--- src/afe_cfg_map.svh ---
// Functional notes
// - eight 4-bit mixer phase fields, two registers
// - eight 2-bit amp gain selects, 11 reserved
// - per-channel enable picks per-channel over global gain
// - high-pass corner field decoded at bits 3:2
// - attenuation code N gives about N*6 dB
// - bit 7 enables the digital attenuator
// - sum amp power bit active low, test mode only
// - test mode routes amp outputs to cw outputs
// - bit 13 enables voltage-to-current stage clamp
// - bit 14 enables 5 MHz low-pass filter
// - fixed clamp clear uses clamp level field
`ifndef AFE_CFG_MAP_SVH
`define AFE_CFG_MAP_SVH
`define ADDR_PHASE_LO 8'h37
`define ADDR_PHASE_HI 8'h38
`define ADDR_CHAN_GAIN 8'h39
`define ADDR_ATTEN_TEST 8'h3b
`define ADDR_CLAMP_FILT 8'h3d
`define ADDR_GLOBAL_CTRL 8'h34
`define RESET_VALUE 16'h0000
`define POS_HPF 2
`define POS_ATTEN_CODE 4
`define POS_ATTEN_EN 7
`define POS_SUM_PWR_N 8
`define POS_TEST_ROUTE 9
`define POS_VI_CLAMP 13
`define POS_LPF5 14
`define POS_FIXED_CLAMP 15
`define POS_GLOBAL_GAIN 13
`define POS_PER_CHAN_EN 15
`define ATTEN_STEP_DB 8'h06
`endif

--- src/afe_cfg_pkg.sv ---
package afe_cfg_pkg;
  typedef enum logic [1:0] {
    gain_18db = 2'b00,
    gain_24db = 2'b01,
    gain_12db = 2'b10,
    gain_rsvd = 2'b11
  } amp_gain_type;
  typedef enum logic [1:0] {
    hpf_100k = 2'b00,
    hpf_50k = 2'b01,
    hpf_200k = 2'b10,
    hpf_150k = 2'b11
  } hpf_corner_type;
endpackage : afe_cfg_pkg

--- src/afe_channel_config_registers.sv ---
`timescale 1ns/10ps
`default_nettype none
`include "afe_cfg_map.svh"
module afe_channel_config_registers
  import afe_cfg_pkg::*;
#(
  parameter int CHANNELS = 8
) (
  // clock and reset
  input wire logic clk,
  input wire logic nrst,
  // register port
  input wire logic [7:0] addr,
  input wire logic [15:0] wdata,
  input wire logic wr,
  input wire logic rd,
  output logic [15:0] rdata,
  // per-channel controls
  output logic [4*CHANNELS-1:0] chan_mixer_phase,
  output logic [2*CHANNELS-1:0] chan_amp_gain,
  // amplifier and attenuator controls
  output logic [1:0] amp_highpass_corner,
  output logic [7:0] atten_db,
  output logic sum_amp_power_n,
  output logic amp_output_test_route,
  // clamps and filter
  output logic vi_stage_clamp_enable,
  output logic extra_lowpass_enable,
  output logic fixed_clamp_enable,
  output logic use_clamp_level_field
);
  // only the eight-channel packing is served
  if (CHANNELS != 8) begin : g_bad_channels
    $error("CHANNELS must be 8");
  end

  logic [15:0] phase_lo, phase_hi, chan_gain, atten_test, clamp_filt;
  logic [15:0] global_ctrl;
  logic [15:0] next_phase_lo, next_phase_hi, next_chan_gain;
  logic [15:0] next_atten_test, next_clamp_filt, next_global_ctrl;
  logic [15:0] next_rdata;
  logic per_chan_gain_enable;
  logic [1:0] global_gain;
  logic [2:0] digital_atten_code;
  logic digital_atten_enable;

  // register write decode
  always_comb begin
    next_phase_lo = phase_lo;
    next_phase_hi = phase_hi;
    next_chan_gain = chan_gain;
    next_atten_test = atten_test;
    next_clamp_filt = clamp_filt;
    next_global_ctrl = global_ctrl;
    if (wr) begin
      unique case (addr)
        `ADDR_PHASE_LO: next_phase_lo = wdata;
        `ADDR_PHASE_HI: next_phase_hi = wdata;
        `ADDR_CHAN_GAIN: next_chan_gain = wdata;
        `ADDR_ATTEN_TEST: next_atten_test = wdata & 16'h03fc;
        `ADDR_CLAMP_FILT: next_clamp_filt = wdata & 16'he000;
        `ADDR_GLOBAL_CTRL: next_global_ctrl = wdata & 16'he000;
        default: ;
      endcase
    end
  end

  // read mux, unmapped reads zero
  always_comb begin
    next_rdata = 16'h0000;
    if (rd) begin
      unique case (addr)
        `ADDR_PHASE_LO: next_rdata = phase_lo;
        `ADDR_PHASE_HI: next_rdata = phase_hi;
        `ADDR_CHAN_GAIN: next_rdata = chan_gain;
        `ADDR_ATTEN_TEST: next_rdata = atten_test;
        `ADDR_CLAMP_FILT: next_rdata = clamp_filt;
        `ADDR_GLOBAL_CTRL: next_rdata = global_ctrl;
        default: next_rdata = 16'h0000;
      endcase
    end
  end

  // register storage, all zero at reset
  always_ff @(posedge clk or negedge nrst) begin
    if (!nrst) begin
      phase_lo <= `RESET_VALUE;
      phase_hi <= `RESET_VALUE;
      chan_gain <= `RESET_VALUE;
      atten_test <= `RESET_VALUE;
      clamp_filt <= `RESET_VALUE;
      global_ctrl <= `RESET_VALUE;
      rdata <= 16'h0000;
    end else begin
      phase_lo <= next_phase_lo;
      phase_hi <= next_phase_hi;
      chan_gain <= next_chan_gain;
      atten_test <= next_atten_test;
      clamp_filt <= next_clamp_filt;
      global_ctrl <= next_global_ctrl;
      rdata <= next_rdata;
    end
  end

  // field extraction
  assign per_chan_gain_enable = global_ctrl[`POS_PER_CHAN_EN];
  assign global_gain = global_ctrl[`POS_GLOBAL_GAIN +: 2];
  assign digital_atten_code = atten_test[`POS_ATTEN_CODE +: 3];
  assign digital_atten_enable = atten_test[`POS_ATTEN_EN];
  assign chan_mixer_phase = {phase_hi, phase_lo};

  // per-channel gain selection
  for (genvar i = 0; i < CHANNELS; i++) begin : g_gain
    amp_gain_type g;
    chan_gain_pick u_pick (
      .per_chan_gain_enable(per_chan_gain_enable),
      .chan_amp_gain_sel(chan_gain[2*i +: 2]),
      .global_gain(global_gain),
      .gain(g)
    );
    assign chan_amp_gain[2*i +: 2] = g;
  end

  // analog control decode
  always_comb begin
    amp_highpass_corner = atten_test[`POS_HPF +: 2];
    atten_db = digital_atten_enable ?
      8'({5'h00, digital_atten_code} * `ATTEN_STEP_DB) : 8'h00;
    amp_output_test_route = atten_test[`POS_TEST_ROUTE];
    sum_amp_power_n = amp_output_test_route ?
      atten_test[`POS_SUM_PWR_N] : 1'b1;
    vi_stage_clamp_enable = clamp_filt[`POS_VI_CLAMP];
    extra_lowpass_enable = clamp_filt[`POS_LPF5];
    fixed_clamp_enable = clamp_filt[`POS_FIXED_CLAMP];
    use_clamp_level_field = !fixed_clamp_enable;
  end

  // address hits one of the six registers
  logic addr_mapped;
  assign addr_mapped = (addr == `ADDR_PHASE_LO)
    || (addr == `ADDR_PHASE_HI)
    || (addr == `ADDR_CHAN_GAIN)
    || (addr == `ADDR_ATTEN_TEST)
    || (addr == `ADDR_CLAMP_FILT)
    || (addr == `ADDR_GLOBAL_CTRL);
endmodule : afe_channel_config_registers
`default_nettype wire

--- src/chan_gain_pick.sv ---
`timescale 1ns/10ps
`default_nettype none
`include "afe_cfg_map.svh"
// one channel's effective amplifier gain
module chan_gain_pick
  import afe_cfg_pkg::*;
(
  // selection inputs
  input wire logic per_chan_gain_enable,
  input wire logic [1:0] chan_amp_gain_sel,
  input wire logic [1:0] global_gain,
  // effective gain
  output amp_gain_type gain
);
  // per-channel field wins when enabled
  always_comb begin
    gain = amp_gain_type'(per_chan_gain_enable ? chan_amp_gain_sel
                                                : global_gain);
  end
endmodule : chan_gain_pick
`default_nettype wire

--- config.mk ---
export PLATFORM = sky130hd
export DESIGN_NAME = afe_channel_config_registers
export DESIGN_NICKNAME = d
export VERILOG_FILES = /design/src/afe_cfg_pkg.sv /design/src/afe_channel_config_registers.sv /design/src/chan_gain_pick.sv
export VERILOG_INCLUDE_DIRS = /design/src
export SDC_FILE = /design/constraint.sdc
export NUM_CORES = 1
export LEC_CHECK = 0
export BUFFER_PORTS_ARGS = -buffer_cell sky130_fd_sc_hd__buf_2
export CAP_MARGIN = 20
export CORE_ASPECT_RATIO = 1.25
export CORE_MARGIN = 1
export CORE_UTILIZATION = 55
export DETAILED_ROUTE_END_ITERATION = 16
export PLACE_DENSITY = 0.83
export SLEW_MARGIN = 0
export SYNTH_ARGS = -nofsm -noshare
export SYNTH_HDL_FRONTEND = slang
export SYNTH_SLANG_ARGS = --single-unit
export TNS_END_PERCENT = 5
--- constraint.sdc ---
create_clock -name clk -period 2.65 [get_ports clk]
set_clock_uncertainty 0.2 [all_clocks]
set_input_delay 0.3975 -clock clk [delete_from_list [all_inputs] [get_ports clk]]
set_output_delay 0.3975 -clock clk [all_outputs]
set_load 0.005 [all_outputs]
After elaboration in Yosys (flattened, before gate mapping)
Index checks and enable logic that the tools add are counted.
{"block": "classes", "multipliers": 1, "n_eq_ne": 6, "n_mux": 12, "reduce_logical": 7}
{"cell": "$pmux 16 s6", "count": 1}
{"cell": "$eq 8x6->1 const B", "count": 6}
{"cell": "$mux 16", "count": 1}
{"cell": "$mux 2", "count": 8}
{"cell": "$reduce_and 2->1", "count": 6}
{"cell": "$mux 6", "count": 1}
{"cell": "$mul 3x2->5 const B", "count": 1}
{"cell": "$logic_not 1->1", "count": 1}
{"cell": "$mux 1", "count": 1}
{"block": "word_totals", "regBits": 78, "in_bits": 28}

Longest topological paths before layout
{"block": "logic_depth", "word_depth": 3, "mapped_depth": 7}

Cells and area by module
Synthesis repeated with hierarchy kept, for this count alone.
{"block": "hier_totals", "cells_unflattened": 290, "hier_area_um2": 3769.9}
{"module": "afe_channel_config_registers", "instances": 1, "cells_each": 274, "area_per_inst_um2": 3589.7, "seq_area_each_um2": 1951.9}
{"module": "chan_gain_pick", "instances": 8, "cells_each": 2, "area_per_inst_um2": 22.5, "seq_area_each_um2": 0.0}

Worst setup path after synthesis
Ideal clock, no wire load.
{"block": "synth_path", "kind": "reg2out", "start": "register atten_test[5]", "end": "output atten_db[4]", "t_arrival_ps": 1232, "setup_slack_ps": 820, "stages_incl_launch_ff": 6, "n_path_buf": 0, "cell_sequence": "dfrtp_1 ha_1 inv_1 fa_1 xnor2_1 and2_1"}
{"block": "synth_via", "elab_chain_cells": 2}
{"element": "start, declared", "line": "afe_channel_config_registers.sv:37", "source": "logic [15:0] phase_lo, phase_hi, chan_gain, atten_test, clamp_filt;"}
{"element": "start signal, assigned", "line": "afe_channel_config_registers.sv:90", "source": "atten_test <= `RESET_VALUE;"}
{"element": "start signal, assigned", "line": "afe_channel_config_registers.sv:98", "source": "atten_test <= next_atten_test;"}
{"element": "$mul 3x2->5 (no source line)"}
{"element": "$mux 6", "line": "afe_channel_config_registers.sv:127", "source": "atten_db = digital_atten_enable ?"}
{"element": "end, declared", "line": "afe_channel_config_registers.sv:23", "source": "output logic [7:0] atten_db,"}
Every way passes these cells.

Final worst setup path
{"block": "layout_path", "start": "register global_ctrl[15]", "end": "output chan_amp_gain[9]"}
{"block": "layout_via", "elab_chain_cells": 1}
{"element": "start, declared", "line": "afe_channel_config_registers.sv:38", "source": "logic [15:0] global_ctrl;"}
{"element": "start signal, assigned", "line": "afe_channel_config_registers.sv:92", "source": "global_ctrl <= `RESET_VALUE;"}
{"element": "start signal, assigned", "line": "afe_channel_config_registers.sv:100", "source": "global_ctrl <= next_global_ctrl;"}
{"element": "$mux 2", "line": "chan_gain_pick.sv:17", "source": "gain = amp_gain_type'(per_chan_gain_enable ? chan_amp_gain_sel"}
{"element": "end, declared", "line": "afe_channel_config_registers.sv:20", "source": "output logic [2*CHANNELS-1:0] chan_amp_gain,"}
Every way passes these cells.

==> results list <==
* Run status: finished, violations left
- The checks that failed: hold timing.
- Final hold viol count: 34
- WP data required: 2050 ps
- Power Density: 545 mW/mm^2
- Highest Clock Rate: 387 MHz
* Number of cells produced by synthesis: 305
- In this run the critical register-to-register path is captured at rdata[15].
- In the final layout, the share of cells above drive strength 1 is 0.399.
- Number of distinct standard cells referenced by the synthesized netlist: 46
* Number of synthesized flops with an enable pin: 0
- After clock tree synthesis, the clock-pin slew on the worst setup and hold paths is 70 ps.
- The multi-input combinational cells in the finished layout cover a total of 0.00177 mm^2.
- Number of levels in the clock H-tree: 3
- Post-synthesis cell area: 0.00390 mm^2
- Critical Path Sink Type: output pin
* TritonCTS clock tree: built
- For this configuration, the core starts out at a cell density of 0.583.
- Number of vias per cell after detailed routing: 5.72
- The floorplan step set the die width to 77.3 um.
* Transition at the pin with the smallest max-transition slack: 941 ps
- The worst setup path is of the flop to output pin kind.
* Crit share post-route: 0.976
- Kind of launch point of the worst setup path: flop
- The filler cells instantiated in the layout total 505.
- Clock latency of the later-clocked register in the worst-skew pair: 360 ps
- Syn-to-layout area delta: 18.2%
* Arrival @ worst endpoint: 1990 ps
- I/O pins: 108
- Maximum number of pins on one net before global-route repair: 79
- Hold Worst Slack: -22.8 ps
- Worst min-delay path class: primary input to async pin
* Final-report setup violation count: 0
* Global-route total usage across every layer: 0.264
- Final critical-path required period: 2590 ps
- At the end of the flow, the number of nets in the layout was 434.
- After detailed routing, the average wire length per cell comes to 18.9 um.
- Area of the core region: 0.00669 mm^2
- After clock tree synthesis, the flow added hold-fix buffers numbering 0.
- Number of global-route vias before repair: 2731
- Crit Path Max Fanout: 20
- Of the synthesized area, sequential elements account for 0.501.
* Buffer cell driving the clock tree root: clkbuf_8
* Final total negative setup slack: 0 ps
- After global routing the overflow that remains totals 0.
- The floorplan step defined a die boundary enclosing 0.00743 mm^2.
* Max-slew violation count: 0
- Counting flops with an async set or reset pin after synthesis yields a share of 1.00.
- Flop and latch count out of synthesis: 78
- Summing over every cut layer, the via total after detailed routing is 2819.
- The number of antenna diodes in the final layout is 0.
- Relative max-transition margin: 0.373
* Number of optimization iterations in the first detailed-route pass: 5
- The biggest area contributor in the post-synthesis netlist is dfrtp_1.
- Placement row count: 33
- Count of synthesis-stage warnings from yosys: 0
* Most frequently used flop master after synthesis: dfrtp_1
- Power consumption: 0.00251 W
* PortBufs: 104
- Final estimated routing congestion in global placement: 0.823
- Crit Reg-Reg Startpoint: global_ctrl[15]
- Setup repair after global routing left no endpoint under its margin.
- Summing all flip-flop and latch instances after layout gives 0.00195 mm^2.
* Count of max-cap constraint violations: 0
* Final wirelength: 9330 um
* Number of buffers created by CTS: 9
- Path depth of the worst reg2reg path: 3
- Largest cells by area after synthesis: dfrtp_1 (50%), mux2_1 (12%), mux2_4 (7.7%)
- Height of the die: 96.1 um
- Average cell area after synthesis: 12.8 um^2
- For flop-to-flop paths, the worst setup slack is 1030 ps.
* Half-perimeter wire length after detailed placement: 6220 um
- Buffers inserted by post-CTS timing repair: 0
* Starting DRC count in detailed routing: 203
- CTS resizes: 0
* Share of Yosys cell area claimed by the top area cell type: 0.501
- Wire length of the first global-routing pass: 14400 um
- Once detail routing completed, the nets flagged for antenna violations numbered 0.
- The worst-case IR drop observed on VDD is 0.361 mV.
* Residual DRC count: 0
- Lkg Pwr: 2.56 nW
- The clock passes through at most 2 buffers.
- Number of clock sinks seen by CTS: 78
- Antenna violations before repair: 0
==> cell type report <==
class	instances	area share
inverter	5	0.00407
tap	87	0.0236
clock inverter	3	0.0147
clock buffer	12	0.0337
timing repair buffer	106	0.117
sequential	78	0.424
multi-input combinational	202	0.383
==> cell usage after synthesis, types with 5 or more instances <==
master and n:
mux2_4 20, mux2_1 42, o22a_1 7, nor2_1 5
buf_4 8, dfrtp_1 78, nand2_1 40, inv_1 5
mux2i_1 8, buf_6 7, a22oi_1 11, nor2_2 8
a21oi_1 7, and2_1 5
==> where the power goes <==
| group | internal [W] | total [W] | switching (W) |
|---|---|---|---|
| Sequential | 0.00123 | 0.00128 | 0.0000449 |
| Combinational | 0.000104 | 0.000225 | 0.000121 |
| Clock | 0.000577 | 0.00100 | 0.000427 |
| Total | 0.00192 | 0.00251 | 0.000593 |
==> worst max-delay path: stages, from the launching register on <==
cell and delay [ps]:
dfrtp_1 840, nand2b_1 470, nand2_1 150, buf_2 160
==> cells in the final DEF (no fill, tap or decap), types with 2 or more instances in the layout <==
master and instances:
nand2_1 40, o21ai_0 2, o22a_1 7, conb_1 3, a22o_1 3, mux2_1 42
nor2_1 5, mux2_2 3, and2_1 5, buf_2 103, nand3_4 2, a222oi_1 2
clkbuf_8 11, a21oi_1 7, ha_1 3, nand3_1 2, a22oi_1 11, nand2b_1 4
dfrtp_1 78, inv_1 5, mux2i_1 8, buf_4 3, mux2_4 20, nor2_2 8
bufinv_16 2, nor2b_1 4, a32oi_1 3
==> registers in the layout (all words and copies together), names as in the netlist <==
register	cells
global_ctrl	3
rdata	16
phase_lo	16
chan_gain	16
atten_test	8
clamp_filt	3
phase_hi	16
==> how the worst max path moves through the flow <==
stage / start / end / slack (ps) / depth (start not counted)
6_report: global_ctrl[15] / chan_amp_gain[9] / 60 / 3
2_1_floorplan: atten_test[5] / atten_db[4] / 820 / 5
3_3_place_gp: addr[6] / rdata[14] / 440 / 5
3_5_place_dp: addr[6] / rdata[14] / 440 / 5
5_1_grt: global_ctrl[15] / chan_amp_gain[3] / 3 / 3
4_1_cts: global_ctrl[15] / chan_amp_gain[9] / 100 / 3
==> metal layers <==
layer  wire [um]  part of all wire  GRT usage  vias to the layer above
met1        3820              0.41      0.339                     1408
li1            -                 -          -                     1267
met2        4740              0.51      0.431                      125
met4         239             0.026      0.134                        0
met5           0                 0          0                        -
met3         526             0.056     0.0493                       19
==> logic make-up (layout without fill, tap and decap cells) <==
| family | after synthesis | in the layout | share of synthesized area |
|---|---|---|---|
| buffers and inverters | 27 | 126 | 0.0482 |
| AND/OR/NAND/NOR | 84 | 84 | 0.133 |
| flip-flops | 78 | 78 | 0.501 |
| adder cells (fa/ha/maj) | 4 | 4 | 0.0148 |
| multiplexers | 73 | 73 | 0.228 |
| XOR/XNOR | 1 | 1 | 0.00225 |
| other | 1 | 3 | 0.000962 |
| AO/OA/AOI/OAI | 37 | 37 | 0.0722 |
==> per-stage QoR <==
stage                      util  worst slack [ps]  cell area [um^2]  instances
after floorplan               -               820              3910        307
after global placement    0.655               442              4380        478
after detailed placement  0.655               444              4380        478
after CTS                 0.689               104              4610        493
after global routing      0.689              3.37              4610        493
final                     0.689              64.3              4610        493
Note: power is estimated with default switching activity, not from simulation.
